### config.mk
export PLATFORM = sky130hd
export DESIGN_NAME = pic_operation
export DESIGN_NICKNAME = d
export VERILOG_FILES = /design/src/rtl/pin_sync.v /design/src/rtl/prio_find.v /design/src/rtl/pic_operation.v
export VERILOG_INCLUDE_DIRS = /design/src /design/src/rtl
export SDC_FILE = /design/constraint.sdc
export NUM_CORES = 1
export LEC_CHECK = 0
export BUFFER_PORTS_ARGS = -buffer_cell sky130_fd_sc_hd__buf_4
export CELL_PAD_IN_SITES_DETAIL_PLACEMENT = 1
export CELL_PAD_IN_SITES_GLOBAL_PLACEMENT = 1
export CORE_MARGIN = 2
export CORE_UTILIZATION = 51
export CTS_BUF_LIST = sky130_fd_sc_hd__clkbuf_4 sky130_fd_sc_hd__clkbuf_8
export CTS_CLUSTER_SIZE = 25
export DETAILED_ROUTE_END_ITERATION = 8
export GPL_ROUTABILITY_DRIVEN = 1
export HOLD_SLACK_MARGIN = 0.05
export PLACE_DENSITY = 0.89
export REMOVE_ABC_BUFFERS = 1
export SETUP_SLACK_MARGIN = 0.5
export SYNTH_ARGS = -nofsm -noshare
export SYNTH_HDL_FRONTEND = slang
export SYNTH_SLANG_ARGS = --single-unit
### constraint.sdc
create_clock -name sys_clk -period 6.3 [get_ports sys_clk]
set_input_delay 0.945 -clock sys_clk [delete_from_list [all_inputs] [get_ports sys_clk]]
set_output_delay 0.945 -clock sys_clk [all_outputs]
set_load 0.05 [all_outputs]
### src/rtl/pic_op_consts.vh
// named constants for the interrupt controller operating logic
`ifndef PIC_OP_CONSTS_VH
`define PIC_OP_CONSTS_VH

// ----------------------------------------------------------------
// register addressing on the byte port
// ----------------------------------------------------------------
`define ADDR_CMD 1'b0
`define ADDR_MASK 1'b1

// ----------------------------------------------------------------
// command word decode, even address
// ----------------------------------------------------------------
`define CMD_INIT_BIT 4
`define CMD_MODE_BIT 3
`define PRI_OP_HI 7
`define PRI_OP_LO 5
`define LEVEL_HI 2
`define LEVEL_LO 0

// rotate, level select, service done
`define OP_CLR_ROT_AUTO_SERVICE_DONE 3'h0
`define OP_EOI 3'h1
`define OP_NOP 3'h2
`define OP_SEOI 3'h3
`define OP_SET_ROT_AUTO_SERVICE_DONE 3'h4
`define OP_ROT_EOI 3'h5
`define OP_SET_PRIO 3'h6
`define OP_ROT_SEOI 3'h7

// mode read word fields
`define SPECIAL_MASK_WRITE_ENABLE_BIT 6
`define SMM_BIT 5
`define POLL_BIT 2
`define RR_BIT 1
`define RIS_BIT 0

// poll answer
`define POLL_FLAG_BIT 7

// ----------------------------------------------------------------
// reset values and counts
// ----------------------------------------------------------------
`define RST_MASK 8'h00
`define RST_LOWEST 3'h7
`define DEFAULT_LEVEL 3'h7
`define LAST_ACK_TWO 2'h2
`define LAST_ACK_THREE 2'h3
`define PIN_WIDTH 23
`define PIN_RST 23'h78_0000

`endif

### src/rtl/pin_sync.v
// two stage synchroniser for the asynchronous pins
`timescale 1ns/1ps
module pin_sync #(
  parameter W = 23,
  parameter [W-1:0] RST = {W{1'b0}}
) (
  input wire sys_clk,
  input wire sys_rst,
  input wire [W-1:0] pins,
  output reg [W-1:0] pins_s
);
  reg [W-1:0] meta_q;

  // first stage feeds only the second
  always @(posedge sys_clk or posedge sys_rst) begin
    if (sys_rst) begin
      meta_q <= RST;
      pins_s <= RST;
    end else begin
      meta_q <= pins;
      pins_s <= meta_q;
    end
  end
endmodule // pin_sync

### src/rtl/prio_find.v
// rotating priority finder: highest ranked set bit
`timescale 1ns/1ps
module prio_find (
  input wire [7:0] bits,
  input wire [2:0] lowest,
  output reg found,
  output reg [2:0] level,
  output reg [2:0] rank
);
  integer k;
  reg [2:0] idx;

  // rank 0 is the level just above the lowest one
  always @* begin
    found = 1'b0;
    level = 3'h0;
    rank = 3'h0;
    idx = 3'h0;
    for (k = 7; k >= 0; k = k - 1) begin
      idx = lowest + 3'h1 + k[2:0];
      if (bits[idx]) begin
        found = 1'b1;
        level = idx;
        rank = k[2:0];
      end
    end
  end
endmodule // prio_find

### src/rtl/pic_operation.v
// operating logic of an eight input priority interrupt controller
//
// Behaviour
// - odd address write loads all mask bits
// - each mask bit inhibits only its input
// - level field used only with level select
// - fully nested after reset, level 0 highest
// - acknowledge resolves winner and sets in-service
// - in-service blocks equal and lower levels
// - non-specific done clears highest in-service bit
// - specific done clears the named in-service bit
// - auto done at last acknowledge trailing edge
// - special mask: masked levels skip non-specific done
// - auto rotation makes serviced level lowest
// - rotate on non-specific done
// - set and clear rotate in auto done
// - set priority keeps in-service bits
// - rotate on specific done
// - special mask enter, leave or keep
// - special mask: only mask bits block
// - poll turns next even address read into acknowledge
// - requests frozen from poll write to read
// - poll answer: flag bit 7, level bits 2-0
// - readback select kept until changed
// - odd read gives mask, poll beats status
`timescale 1ns/1ps
`include "pic_op_consts.vh"
module pic_operation #(
  parameter [4:0] VECTOR_BASE = 5'h00
) (
  input wire sys_clk,
  input wire sys_rst,
  input wire chip_select_n,
  input wire read_strobe_n,
  input wire write_strobe_n,
  input wire address_bit_low,
  input wire [7:0] data_in,
  output reg [7:0] data_out,
  output reg data_oe,
  input wire acknowledge_strobe_n,
  input wire [7:0] request_input,
  input wire auto_service_done,
  input wire two_pulse_mode,
  output reg interrupt_out
);

  // ----------------------------------------------------------------
  // helpers
  // ----------------------------------------------------------------
  function [7:0] level_bit;
    input [2:0] lvl;
    begin
      level_bit = 8'h01 << lvl;
    end
  endfunction

  // ----------------------------------------------------------------
  // pin synchronisation
  // ----------------------------------------------------------------
  wire [`PIN_WIDTH-1:0] pins_s;
  wire cs_n_s;
  wire rd_n_s;
  wire wr_n_s;
  wire ack_n_s;
  wire a0_s;
  wire auto_service_done_s;
  wire two_s;
  wire [7:0] data_s;
  wire [7:0] req_s;

  pin_sync #(
    .W(`PIN_WIDTH),
    .RST(`PIN_RST)
  ) u_sync (
    .sys_clk(sys_clk),
    .sys_rst(sys_rst),
    .pins({chip_select_n, read_strobe_n, write_strobe_n,
      acknowledge_strobe_n, address_bit_low, auto_service_done,
      two_pulse_mode, data_in, request_input}),
    .pins_s(pins_s)
  );

  assign cs_n_s = pins_s[22];
  assign rd_n_s = pins_s[21];
  assign wr_n_s = pins_s[20];
  assign ack_n_s = pins_s[19];
  assign a0_s = pins_s[18];
  assign auto_service_done_s = pins_s[17];
  assign two_s = pins_s[16];
  assign data_s = pins_s[15:8];
  assign req_s = pins_s[7:0];

  // ----------------------------------------------------------------
  // state
  // ----------------------------------------------------------------
  reg rd_n_p_q;
  reg wr_n_p_q;
  reg ack_n_p_q;
  reg cs_n_p_q;
  reg [7:0] mask_reg_q;
  reg [7:0] mask_reg_d;
  reg [7:0] pending_q;
  reg [7:0] in_service_q;
  reg [7:0] in_service_d;
  reg [2:0] lowest_q;
  reg [2:0] lowest_d;
  reg special_mask_q;
  reg special_mask_d;
  reg readback_select_q;
  reg readback_select_d;
  reg poll_q;
  reg poll_d;
  reg rot_auto_service_done_q;
  reg rot_auto_service_done_d;
  reg freeze_q;
  reg freeze_d;
  reg [1:0] ack_count_q;
  reg [1:0] ack_count_d;
  reg [2:0] ack_level_q;
  reg [2:0] ack_level_d;
  reg [7:0] data_out_d;
  reg data_oe_d;

  // ----------------------------------------------------------------
  // strobe edges
  // ----------------------------------------------------------------
  wire wr_done;
  wire rd_start;
  wire rd_active;
  wire ack_fall;
  wire ack_rise;
  wire [1:0] last_ack;

  // write data taken at the trailing edge, while still selected
  assign wr_done = ~wr_n_p_q & wr_n_s & ~cs_n_p_q;
  assign rd_start = rd_n_p_q & ~rd_n_s & ~cs_n_s;
  assign rd_active = ~rd_n_s & ~cs_n_s;
  assign ack_fall = ack_n_p_q & ~ack_n_s;
  assign ack_rise = ~ack_n_p_q & ack_n_s;
  assign last_ack = two_s ? `LAST_ACK_TWO : `LAST_ACK_THREE;

  // ----------------------------------------------------------------
  // priority resolution
  // ----------------------------------------------------------------
  wire [7:0] candidates;
  wire [7:0] service_view;
  wire req_found;
  wire [2:0] req_level;
  wire [2:0] req_rank;
  wire isr_found;
  wire [2:0] isr_level;
  wire [2:0] isr_rank;
  wire int_cond;
  wire [2:0] win_level;

  assign candidates = pending_q & ~mask_reg_q;
  // in special mask mode masked in-service levels are hidden
  assign service_view = special_mask_q ?
    (in_service_q & ~mask_reg_q) : in_service_q;

  prio_find u_req (
    .bits(candidates),
    .lowest(lowest_q),
    .found(req_found),
    .level(req_level),
    .rank(req_rank)
  );

  prio_find u_isr (
    .bits(service_view),
    .lowest(lowest_q),
    .found(isr_found),
    .level(isr_level),
    .rank(isr_rank)
  );

  // outside special mask mode only a strictly higher rank gets past an in-service level
  assign int_cond = req_found & (special_mask_q | ~isr_found |
    (req_rank < isr_rank));
  // no winner at acknowledge: default highest-numbered vector, level 7
  assign win_level = int_cond ? req_level : `DEFAULT_LEVEL;

  // ----------------------------------------------------------------
  // command decode and sequencing
  // ----------------------------------------------------------------
  wire [2:0] op;
  wire [2:0] op_level;
  wire is_mode_word;
  wire is_init_word;

  assign op = data_s[`PRI_OP_HI:`PRI_OP_LO];
  assign op_level = data_s[`LEVEL_HI:`LEVEL_LO];
  assign is_mode_word = data_s[`CMD_MODE_BIT];
  assign is_init_word = data_s[`CMD_INIT_BIT];

  always @* begin
    mask_reg_d = mask_reg_q;
    in_service_d = in_service_q;
    lowest_d = lowest_q;
    special_mask_d = special_mask_q;
    readback_select_d = readback_select_q;
    poll_d = poll_q;
    rot_auto_service_done_d = rot_auto_service_done_q;
    freeze_d = freeze_q;
    ack_count_d = ack_count_q;
    ack_level_d = ack_level_q;

    // host writes
    if (wr_done) begin
      if (a0_s == `ADDR_MASK) begin
        mask_reg_d = data_s;
      end else if (is_init_word) begin
        // initialisation sequence is handled elsewhere
        mask_reg_d = mask_reg_q;
      end else if (is_mode_word) begin
        if (data_s[`SPECIAL_MASK_WRITE_ENABLE_BIT]) begin
          special_mask_d = data_s[`SMM_BIT];
        end
        if (data_s[`RR_BIT]) begin
          readback_select_d = data_s[`RIS_BIT];
        end
        if (data_s[`POLL_BIT]) begin
          poll_d = 1'b1;
          freeze_d = 1'b1;
        end
      end else begin
        case (op)
          `OP_EOI: begin
            if (isr_found) begin
              in_service_d = in_service_q &
                ~level_bit(isr_level);
            end
          end
          `OP_SEOI: begin
            in_service_d = in_service_q &
              ~level_bit(op_level);
          end
          `OP_ROT_EOI: begin
            if (isr_found) begin
              in_service_d = in_service_q &
                ~level_bit(isr_level);
              lowest_d = isr_level;
            end
          end
          `OP_SET_ROT_AUTO_SERVICE_DONE: begin
            rot_auto_service_done_d = 1'b1;
          end
          `OP_CLR_ROT_AUTO_SERVICE_DONE: begin
            rot_auto_service_done_d = 1'b0;
          end
          `OP_SET_PRIO: begin
            lowest_d = op_level;
          end
          `OP_ROT_SEOI: begin
            in_service_d = in_service_q &
              ~level_bit(op_level);
            lowest_d = op_level;
          end
          `OP_NOP: begin
            lowest_d = lowest_q;
          end
          default: begin
            lowest_d = lowest_q;
          end
        endcase
      end
    end

    // poll read acts as an acknowledge
    if (rd_start && poll_q && a0_s == `ADDR_CMD) begin
      if (int_cond) begin
        in_service_d = in_service_d | level_bit(req_level);
      end
      poll_d = 1'b0;
      freeze_d = 1'b0;
    end

    // acknowledge pulse sequence
    if (ack_fall) begin
      ack_count_d = ack_count_q + 2'h1;
      if (ack_count_q == 2'h0) begin
        freeze_d = 1'b1;
        ack_level_d = win_level;
        if (int_cond) begin
          in_service_d = in_service_d | level_bit(req_level);
        end
      end
    end else if (ack_rise && ack_count_q == last_ack) begin
      ack_count_d = 2'h0;
      freeze_d = 1'b0;
      if (auto_service_done_s && isr_found) begin
        in_service_d = in_service_d &
          ~level_bit(isr_level);
        if (rot_auto_service_done_q) begin
          lowest_d = isr_level;
        end
      end
    end
  end

  // ----------------------------------------------------------------
  // read data path
  // ----------------------------------------------------------------
  // read byte latched at the start so a poll answer cannot shift
  always @* begin
    data_out_d = data_out;
    data_oe_d = 1'b0;
    if (rd_start) begin
      if (a0_s == `ADDR_MASK) begin
        data_out_d = mask_reg_q;
      end else if (poll_q) begin
        data_out_d = 8'h00;
        data_out_d[`POLL_FLAG_BIT] = int_cond;
        data_out_d[`LEVEL_HI:`LEVEL_LO] = req_level;
      end else if (readback_select_q) begin
        data_out_d = in_service_q;
      end else begin
        data_out_d = pending_q;
      end
    end
    if (rd_active) begin
      data_oe_d = 1'b1;
    end
    // vector byte on the last acknowledge pulse
    if (~ack_n_s && ack_count_q == last_ack) begin
      data_out_d = {VECTOR_BASE, ack_level_q};
      data_oe_d = 1'b1;
    end
  end

  // ----------------------------------------------------------------
  // registers
  // ----------------------------------------------------------------
  always @(posedge sys_clk or posedge sys_rst) begin
    if (sys_rst) begin
      rd_n_p_q <= 1'b1;
      wr_n_p_q <= 1'b1;
      ack_n_p_q <= 1'b1;
      cs_n_p_q <= 1'b1;
      mask_reg_q <= `RST_MASK;
      pending_q <= 8'h00;
      in_service_q <= 8'h00;
      lowest_q <= `RST_LOWEST;
      special_mask_q <= 1'b0;
      readback_select_q <= 1'b0;
      poll_q <= 1'b0;
      rot_auto_service_done_q <= 1'b0;
      freeze_q <= 1'b0;
      ack_count_q <= 2'h0;
      ack_level_q <= 3'h0;
      data_out <= 8'h00;
      data_oe <= 1'b0;
      interrupt_out <= 1'b0;
    end else begin
      rd_n_p_q <= rd_n_s;
      wr_n_p_q <= wr_n_s;
      ack_n_p_q <= ack_n_s;
      cs_n_p_q <= cs_n_s;
      mask_reg_q <= mask_reg_d;
      // frozen requests keep the resolved level stable
      if (!freeze_q) begin
        pending_q <= req_s;
      end
      in_service_q <= in_service_d;
      lowest_q <= lowest_d;
      special_mask_q <= special_mask_d;
      readback_select_q <= readback_select_d;
      poll_q <= poll_d;
      rot_auto_service_done_q <= rot_auto_service_done_d;
      freeze_q <= freeze_d;
      ack_count_q <= ack_count_d;
      ack_level_q <= ack_level_d;
      data_out <= data_out_d;
      data_oe <= data_oe_d;
      interrupt_out <= int_cond;
    end
  end

endmodule // pic_operation

==> metrics.yaml, run 1 <==
status:
  status: "finished clean"
synthesis:
  yosys_most_used_dff: "dfrtp_1"
  synth_edf_count: 0
  synthTopCellsByCount: "dfrtp_1 (82), nand2_1 (51), nor2_1 (38)"
  synth.area.top_cells: "dfrtp_1 (33%), mux4_2 (7.2%), mux2_2 (6.5%)"
  yosys_warnings: 0
  seq_area_frac_synth_pct: 39.3
  yosysTopAreaCellShare_pct: 32.9
  avgSynthCellArea_sq_um: 10.2
  synthMostInstantiatedCell: "dfrtp_1"
  synth_seq_cells: 97
  netlist.top_cell.by_area: "dfrtp_1"
  async_flop_share_pct: 100
  ys_types: 78
  synthesis.area_sq_mm: 0.00623
  postSynthCellCount: 608
critical_path:
  worstPathRequired_ps: 6540
  critPathKind: "reg2reg"
  end_kind: "flop"
  worst-path-max-fanout: 17
  startpoint_type: "flop"
  arrival_ps: 5490
floorplanning:
  coreArea_sq_mm: 0.0120
  initial_core_util_pct: 52.1
  row_count: 40
  ios: 35
  die-area_sq_mm: 0.0131
  die_h_um: 115
  die_width_um: 115
layout:
  area_delta_synth_final_pct: 8.45
  regArea_sq_mm: 0.00245
  nets: 656
  multi_input_area_sq_mm: 0.00356
  drive_gt1_share_pct: 23.1
  fill_cells: 1291
  antenna_cells: 0
min_path:
  hold_path.class: "reg2reg"
grt:
  antenna_found_initial: 0
  grt_max_degree: 68
  grt_overflow_total: 0
  grt_pass1_vias: 5818
  grtUsageTotal_pct: 33.0
  grt_pass1_wl_mm: 32.9
timing:
  worst_slew_pin_slew_ps: 1320
  fmax_ghz: 0.190
  fin_crit_ps: 5250
  slew_violations: 0
  setup_viol: 0
  final.period_utilization_pct: 83.4
  finalClockSkew_ps: 13.2
  setup_tns_ps: 0
  grt_setup_unrepaired: "no"
  hold_viol_final: 0
  slew_headroom_pct: 11.5
run:
  cap_viol_max_count: 0
clocking:
  root_buffer: "clkbuf_8"
  cts_sinks: 97
  cts_inserted_buffers: 9
  max-clock-path-buffers: 2
  clk_pin_slew_ps: 110
  insertion_delay_ps: 380
  post_cts_buffers: 0
  htreeDepth: 3
  hold_buffers: 0
  cts_resized: 0
  cts_tree: "built"
route:
  detail_route.wirelength_mm: 20.9
  drt_iter0_markers: 532
  drt_first_pass_iters: 5
  vias: 5559
  drc: 0
  vias_per_cell: 7.15
  wl_per_cell_um: 26.9
  antenna_left: 0
place:
  place_congestion: 0.904
  port_buffers: 34
  dp_hpwl_mm: 14.9
layout make-up:
type / instances / area share, %
Multi-Input combinational cell: 465 / 52.7
Sequential cell: 97 / 36.2
Timing Repair Buffer: 41 / 4.55
Tap cell: 147 / 2.72
Clock buffer: 9 / 1.83
Clock inverter: 7 / 1.30
Inverter: 12 / 0.741
metrics by stage:
step / hold WS [ps] / std cells / setup WS, ps / cell area, sq um / util [%]
2_1_floorplan: 331 / 574 / 933 / 6050 / -
3_3_place_gp: 332 / 762 / 1360 / 6550 / 54.7
3_5_place_dp: 336 / 762 / 1210 / 6550 / 54.7
4_1_cts: 348 / 778 / 1140 / 6760 / 56.5
5_1_grt: 354 / 778 / 615 / 6760 / 56.5
6_report: 350 / 778 / 1050 / 6760 / 56.5
worst max-delay path, stage by stage, from the launching register on:
cell and delay [ps]:
dfstp_2 740, inv_4 170, ha_1 360, buf_4 210, xnor2_1 490, a211oi_1 160, a211oi_1 490, o211ai_1 260
o311ai_0 640, ha_1 300, inv_1 50, a21oi_1 170, o311a_4 290, nor3_4 80, a2111oi_0 540, nor3_1 120
cells by family (layout without fill, tap and decap cells):
logic type / count (synthesis) / after routing / share of synthesized area (%)
compound gates: 180 / 180 / 20.8
fa+ha+maj: 5 / 5 / 1.00
buf+inv: 46 / 69 / 3.71
xor+xnor: 8 / 8 / 1.49
flops: 97 / 97 / 39.3
simple gates: 189 / 189 / 15.6
mux: 83 / 83 / 18.1
worst paths after layout:
check                                            from  slack [ps]  depth (start not counted)                          to
max                             lowest_q[0]$_DFF_PP1_        1050                         15   in_service_q[7]$_DFF_PP0_
min                        u_sync.meta_q[6]$_DFF_PP0_         350                          0  u_sync.pins_s[6]$_DFF_PP0_
max reg2reg                     lowest_q[0]$_DFF_PP1_        1050                         15   in_service_q[7]$_DFF_PP0_
min reg2reg                u_sync.meta_q[6]$_DFF_PP0_         350                          0  u_sync.pins_s[6]$_DFF_PP0_
max in group asynchronous                     sys_rst        4620                          3     data_out[6]$_DFFE_PP0P_
min in group asynchronous                     sys_rst         540                          2   mask_reg_q[7]$_DFFE_PP0P_
registers in the layout, indices dropped and copies added (netlist names), 2 cells and up:
signal / flops
u_sync.pins_s: 23
mask_reg_q: 8
ack_count_q: 2
u_sync.meta_q: 23
data_out: 8
pending_q: 8
lowest_q: 3
ack_level_q: 3
in_service_q: 8
placed cells by master (no fill, tap or decap), drive strengths merged, types with 9 or more instances in the layout:
master  synthesis  routed
nand3          12      12
clkbuf         20       9
buf            14      41
mux2           38      38
dfrtp          82      82
o21ai          31      31
nor3           17      17
and2           14      14
mux4           20      20
a21o           11      11
o22ai           9       9
nor2b          10      10
a21oi          27      27
dfstp          15      15
nor2           38      38
a31oi          10      10
inv            10      12
a211oi         16      16
nand2b         15      15
mux2i          25      25
nand2          51      51
routing by layer:
layer	vias up	global-route usage [%]	share of wire, %
met3	92	5.40	6.5
li1	2365	-	-
met2	300	55.0	49
met1	2802	42.6	40
met5	-	0	0
met4	0	14.3	4.3
Power of run 1 is not shown: default switching activity piles up to over one toggle a cycle in this logic, so the estimate is an artifact.
==> run 2: changes to the inputs <==
- clock period: 6.3 -> 5 ns (I/O delays scaled with it)
==> run 2 against run 1 <==
Effect of this change:
- first-iteration DRC count down 0.75%
- highest routed layer is now met5
- clock skew down 0.89 ps
- critical path type unchanged
- design area up 3.2%
- die area unchanged
- worst hold slack better by 8.8 ps
- count of clock-buffer cells in the layout unchanged
==> metrics.yaml, run 2 (synthesis gave the netlist of run 1 again) <==
clocking:
  clk_pin_slew_ps: 110  # about the same
  htreeDepth: 3  # unchanged
  max-clock-path-buffers: 2  # unchanged
  cts_inserted_buffers: 9  # unchanged
  root_buffer: "clkbuf_8"
  insertion_delay_ps: 390  # about the same
  hold_buffers: 0  # unchanged
  cts_tree: "built"
  cts_sinks: 97  # unchanged
floorplanning:
  die-area_sq_mm: 0.0131  # unchanged
  die_h_um: 115  # unchanged
  die_width_um: 115  # unchanged
  ios: 35  # unchanged
  row_count: 40  # unchanged
  coreArea_sq_mm: 0.0120  # unchanged
  initial_core_util_pct: 52.1  # unchanged
route:
  drc: 0  # unchanged
  antenna_left: 0  # unchanged
  vias: 5534  # -0.45%
  detail_route.wirelength_mm: 21.5  # +2.9%
  drt_iter0_markers: 528  # -0.75%
  wl_per_cell_um: 27.2  # +1.0%
  vias_per_cell: 6.99  # -2.2%
  drt_first_pass_iters: 5  # unchanged
layout:
  reg.largest.list: "u_sync.meta_q (23), u_sync.pins_s (23)"
  design_area_sq_mm: 0.00697  # +3.2%
  drive_gt1_share_pct: 26.0  # +2.9 points
  layout_commonest_cell: "dfrtp_1"
  antenna_cells: 0  # unchanged
  nets: 670  # +2.1%
  final_cell_mix: "dfrtp_1 (82), buf_4 (52), nand2_1 (50)"
  fin_util_pct: 58.3  # +1.8 points
  area_delta_synth_final_pct: 11.9
timing:
  hold_viol_final: 0  # unchanged
  slew_headroom_pct: 13.1  # +1.6 points
  fin_crit_ps: 4350  # -898 ps
  final.period_utilization_pct: 87.1  # +3.7 points
  worst_slew_pin_slew_ps: 1290  # -23.2 ps
  slew_violations: 0  # unchanged
  fin_hold_ws_ps: 359  # +8.77 ps
  finalClockSkew_ps: 12.3  # -0.890 ps
  grt_setup_unrepaired: "no"
  setup_viol: 0  # unchanged
  fmax_ghz: 0.230  # +21%
critical_path:
  worstPathCellList: "inv_4 > ha_4 > xor2_4 > buf_4 > a211o_1 > and3_2 > o211ai_1 > o311ai_0 > ha_1 > or2_2 > o311a_4 > nor3_4 > buf_4 > a21oi_1 > a211oi_1"
  max_stage_delay_ps: 710  # -30 ps
  worst-path-max-fanout: 14  # -3
  arrival_ps: 4660  # -830 ps
  critPathMostFrequentCell: "buf_4"
  critPathKind: "reg2reg"
  startpoint_type: "flop"
  critPathBufInv: 3  # unchanged
  end_kind: "flop"
  worstPathRequired_ps: 5310  # -1230 ps
  slowest_stage: "dfstp_4"
  critPathTopFamily: "compound AO/OA/AOI/OAI gates"
grt:
  grt_pass1_vias: 6040  # +3.8%
  grt_overflow_total: 0  # unchanged
  grtUsageTotal_pct: 34.7  # +1.8 points
  grt_max_degree: 54  # -21%
  grt_pass1_wl_mm: 34.2  # +4.0%
  antenna_found_initial: 1  # +1
place:
  dp_hpwl_mm: 15.5  # +4.1%
  place_congestion: 0.917  # +1.4%
  placed_area_sq_mm: 0.00662  # +1.1%
  port_buffers: 34  # unchanged
run:
  cap_viol_max_count: 0  # unchanged
min_path:
  hold_path.class: "reg2reg"
status:
  status: "finished clean"
run 2: cell types whose count changed in the layout (fill, tap and decap cells not counted), moves of 2 or more:
cell        previous run  this run
inv_8                  0         2
ha_1                   5         3
a21oi_1               26        24
ha_4                   0         2
buf_4                 41        52
clkinvlp_4             2         0
run 2: final cells by class:
| class | instances | area, sq um |
|---|---|---|
| clock buffers | 9 | 124 |
| inverters | 12 | 50.0 |
| fillers | 1299 | 4990 |
| multi-input cells | 465 | 3640 |
| repair buffers | 55 | 430 |
| clock inverters | 7 | 95.1 |
| flip-flops and latches | 97 | 2450 |
| well taps | 147 | 184 |
run 2: timing repair:
action | in CTS | in global routing
pin swaps | 1 | 1
setup endpoints to repair | 8 | 12
resized for setup | 6 | 14
buffers inserted | 0 | 4
run 2: worst paths after layout:
kind | from | to | slack [ps] | depth (start not counted)
max in group asynchronous | sys_rst | data_out[6]$_DFFE_PP0P_ | 3540 | 3
min reg2reg | u_sync.meta_q[8]$_DFF_PP0_ | u_sync.pins_s[8]$_DFF_PP0_ | 360 | 0
min in group asynchronous | sys_rst | mask_reg_q[1]$_DFFE_PP0P_ | 450 | 2
max | lowest_q[0]$_DFF_PP1_ | in_service_q[5]$_DFF_PP0_ | 650 | 15
max reg2reg | lowest_q[0]$_DFF_PP1_ | in_service_q[5]$_DFF_PP0_ | 650 | 15
min | u_sync.meta_q[8]$_DFF_PP0_ | u_sync.pins_s[8]$_DFF_PP0_ | 360 | 0
run 2: metal layers:
metal | track usage, % | vias up | share of wire, %
met5 | 0 | - | 0.060
met4 | 17.7 | 2 | 5.1
met3 | 6.99 | 87 | 6.3
met2 | 56.3 | 254 | 49
met1 | 44.3 | 2814 | 40
li1 | - | 2377 | -
run 2: stage by stage:
| step | TNS (ps) | cells | setup slack, ps |
|---|---|---|---|
| global route | 0 | 792 | 478 |
| finish | 0 | 792 | 647 |
| CTS | 0 | 788 | 504 |
| floorplan | -3450 | 574 | -367 |
| global placement | 0 | 772 | 574 |
| detailed placement | 0 | 772 | 346 |
Power of run 2 is left out for the same reason.
==> run 3: changes to the inputs <==
- CORE_UTILIZATION: 51 -> 49
- CTS_BUF_LIST: sky130_fd_sc_hd__clkbuf_4 sky130_fd_sc_hd__clkbuf_8 -> default
- PLACE_DENSITY: 0.89 -> 0.86
==> run 3 against run 2 <==
Effect of this change:
- via count is 3.0% lower
- critical path depth is 1 lower
- routed wire length is 5.4% lower
- sequential share of layout area is 0.27 points lower
==> metrics.yaml, run 3 (synthesis gave the netlist of run 1 again) <==
critical_path:
  reg2reg_depth: 14  # -1
  reg2reg_slack_ps: 660  # +20 ps
  worst-path-max-fanout: 11  # -3
  worstPathCellList: "ha_2 > xor2_1 > buf_4 > mux4_2 > mux2_2 > nand2_1 > nor3_1 > and2_1 > ha_1 > or2_2 > o311a_4 > nor3_4 > a41oi_1 > a32oi_1"
  critPathKind: "reg2reg"
  setup.worst_path.start: "lowest_q[0]$_DFF_PP1_"
  slowest_stage: "dfstp_2"
  crit_path_end: "in_service_q[1]$_DFF_PP0_"
  startpoint_type: "flop"
  reg2reg_to: "in_service_q[1]$_DFF_PP0_"
  max_stage_delay_ps: 600  # -110 ps
  end_kind: "flop"
  arrival_ps: 4600  # -60 ps
  reg2reg_from: "lowest_q[0]$_DFF_PP1_"
  worstPathRequired_ps: 5260  # -50 ps
clocking:
  root_buffer: "clkbuf_16"
  cts_tree: "built"
  max-clock-path-buffers: 2  # unchanged
  cts_sinks: 97  # unchanged
  hold_buffers: 0  # unchanged
  insertion_delay_ps: 360  # -30 ps
  htreeDepth: 3  # unchanged
  cts_inserted_buffers: 9  # unchanged
  clk_pin_slew_ps: 70  # -40 ps
floorplanning:
  row_count: 41  # +2.5%
  die_h_um: 117  # +1.9%
  die_width_um: 117  # +1.9%
  coreArea_sq_mm: 0.0125  # +4.6%
  initial_core_util_pct: 49.8  # -2.3 points
  ios: 35  # unchanged
  die-area_sq_mm: 0.0136  # +3.9%
layout:
  fill_cells: 1384  # +6.5%
  reg.largest.list: "u_sync.meta_q (23), u_sync.pins_s (23)"
  area_delta_synth_final_pct: 12.6
  drive_gt1_share_pct: 25.2  # -0.81 points
  layout_commonest_cell: "dfrtp_1"
  fin_cells: 810  # +2.3%
  final_cell_mix: "dfrtp_1 (82), nand2_1 (51), buf_4 (46)"
  antenna_cells: 0  # unchanged
  nets: 663  # -1.0%
route:
  drc: 0  # unchanged
  vias: 5369  # -3.0%
  drt_iter0_markers: 416  # -21%
  antenna_left: 0  # unchanged
  wl_per_cell_um: 25.2  # -7.5%
  detail_route.wirelength_mm: 20.4  # -5.4%
  vias_per_cell: 6.63  # -5.1%
  drt_first_pass_iters: 5  # unchanged
timing:
  setup_ws_ps: 663  # +16.9 ps
  grt_setup_unrepaired: "no"
  slew_violations: 0  # unchanged
  setup_tns_ps: 0  # unchanged
  hold_viol_final: 0  # unchanged
  fin_crit_ps: 4340  # -16.9 ps
  worst_slew_pin_slew_ps: 1200  # -91.1 ps
  setup_viol: 0  # unchanged
  slew_headroom_pct: 19.2  # +6.1 points
  final.period_utilization_pct: 86.7  # -0.34 points
  fmax_ghz: 0.231  # +0.39%
  finalClockSkew_ps: 10.3  # -1.99 ps
place:
  place_congestion: 0.922  # +0.53%
  port_buffers: 34  # unchanged
  dp_slack_ps: 360  # +13.8 ps
  dp_hpwl_mm: 14.7  # -5.3%
  place_inst: 794  # +2.8%
grt:
  grt_pass1_wl_mm: 31.6  # -7.7%
  grtUsageTotal_pct: 31.2  # -3.5 points
  grt_overflow_total: 0  # unchanged
  grt_max_degree: 78  # +44%
  antenna_found_initial: 0  # -1
  grt_pass1_vias: 5687  # -5.8%
status:
  status: "finished clean"
min_path:
  hold_path.class: "in2async"
run:
  cap_viol_max_count: 0  # unchanged
-- run 3: area by class of cell --
class	count	area (sq um)	share of cell area, %
inverters	12	50.0	0.713
clock buffers	9	225	3.21
clock inverters	7	93.8	1.34
flip-flops and latches	97	2450	34.9
repair buffers	48	370	5.28
well taps	172	215	3.07
multi-input cells	465	3610	51.5
-- run 3: worst min-delay path by stage --
stage / depth (start not counted) / slack [ps] / start / to
floorplan: 0 / 330 / u_sync.meta_q[0]$_DFF_PP0_ / u_sync.pins_s[0]$_DFF_PP0_
global placement: 0 / 330 / u_sync.meta_q[9]$_DFF_PP0_ / u_sync.pins_s[9]$_DFF_PP0_
detailed placement: 0 / 340 / u_sync.meta_q[17]$_DFF_PP0_ / u_sync.pins_s[17]$_DFF_PP0_
CTS: 2 / 340 / sys_rst / u_sync.pins_s[10]$_DFF_PP0_
global route: 2 / 360 / sys_rst / u_sync.pins_s[10]$_DFF_PP0_
finish: 2 / 340 / sys_rst / u_sync.pins_s[15]$_DFF_PP0_
-- run 3: stage by stage --
step                      cell area (sq um)  hold slack, ps  utilization (%)
after floorplan                        6050             331                -
after global placement                 6630             332             53.0
after detailed placement               6630             336             53.0
after CTS                              6990             342             55.8
after global routing                   7020             360             56.0
final                                  7020             335             56.0
-- run 3: timing repair --
| item | CTS | global route |
|---|---|---|
| endpoints found under the setup margin | 4 | 7 |
| pin swaps | 0 | 1 |
| resized for setup | 8 | 6 |
| cloned | 0 | 0 |
| setup buffers | 0 | 0 |
-- run 3: worst max-delay path, delay by kind of cell (launching register included) --
family,cells,cell delay [ps]
xor gates and xnor gates,1,250
buffers and inverters,1,250
adders and majority gates,2,570
muxes,2,720
AOI/OAI and AO/OA,3,820
and+or+nand+nor,5,1010
DFF,1,600
-- run 3: per-layer routing --
layer	vias to the layer above	global-route usage, %	part of all wire [%]
met5	-	0	0
met4	0	12.9	3.1
met3	53	4.67	4.8
met2	192	53.7	51
met1	2749	39.4	41
li1	2375	-	-
Power of run 3 is left out for the same reason.
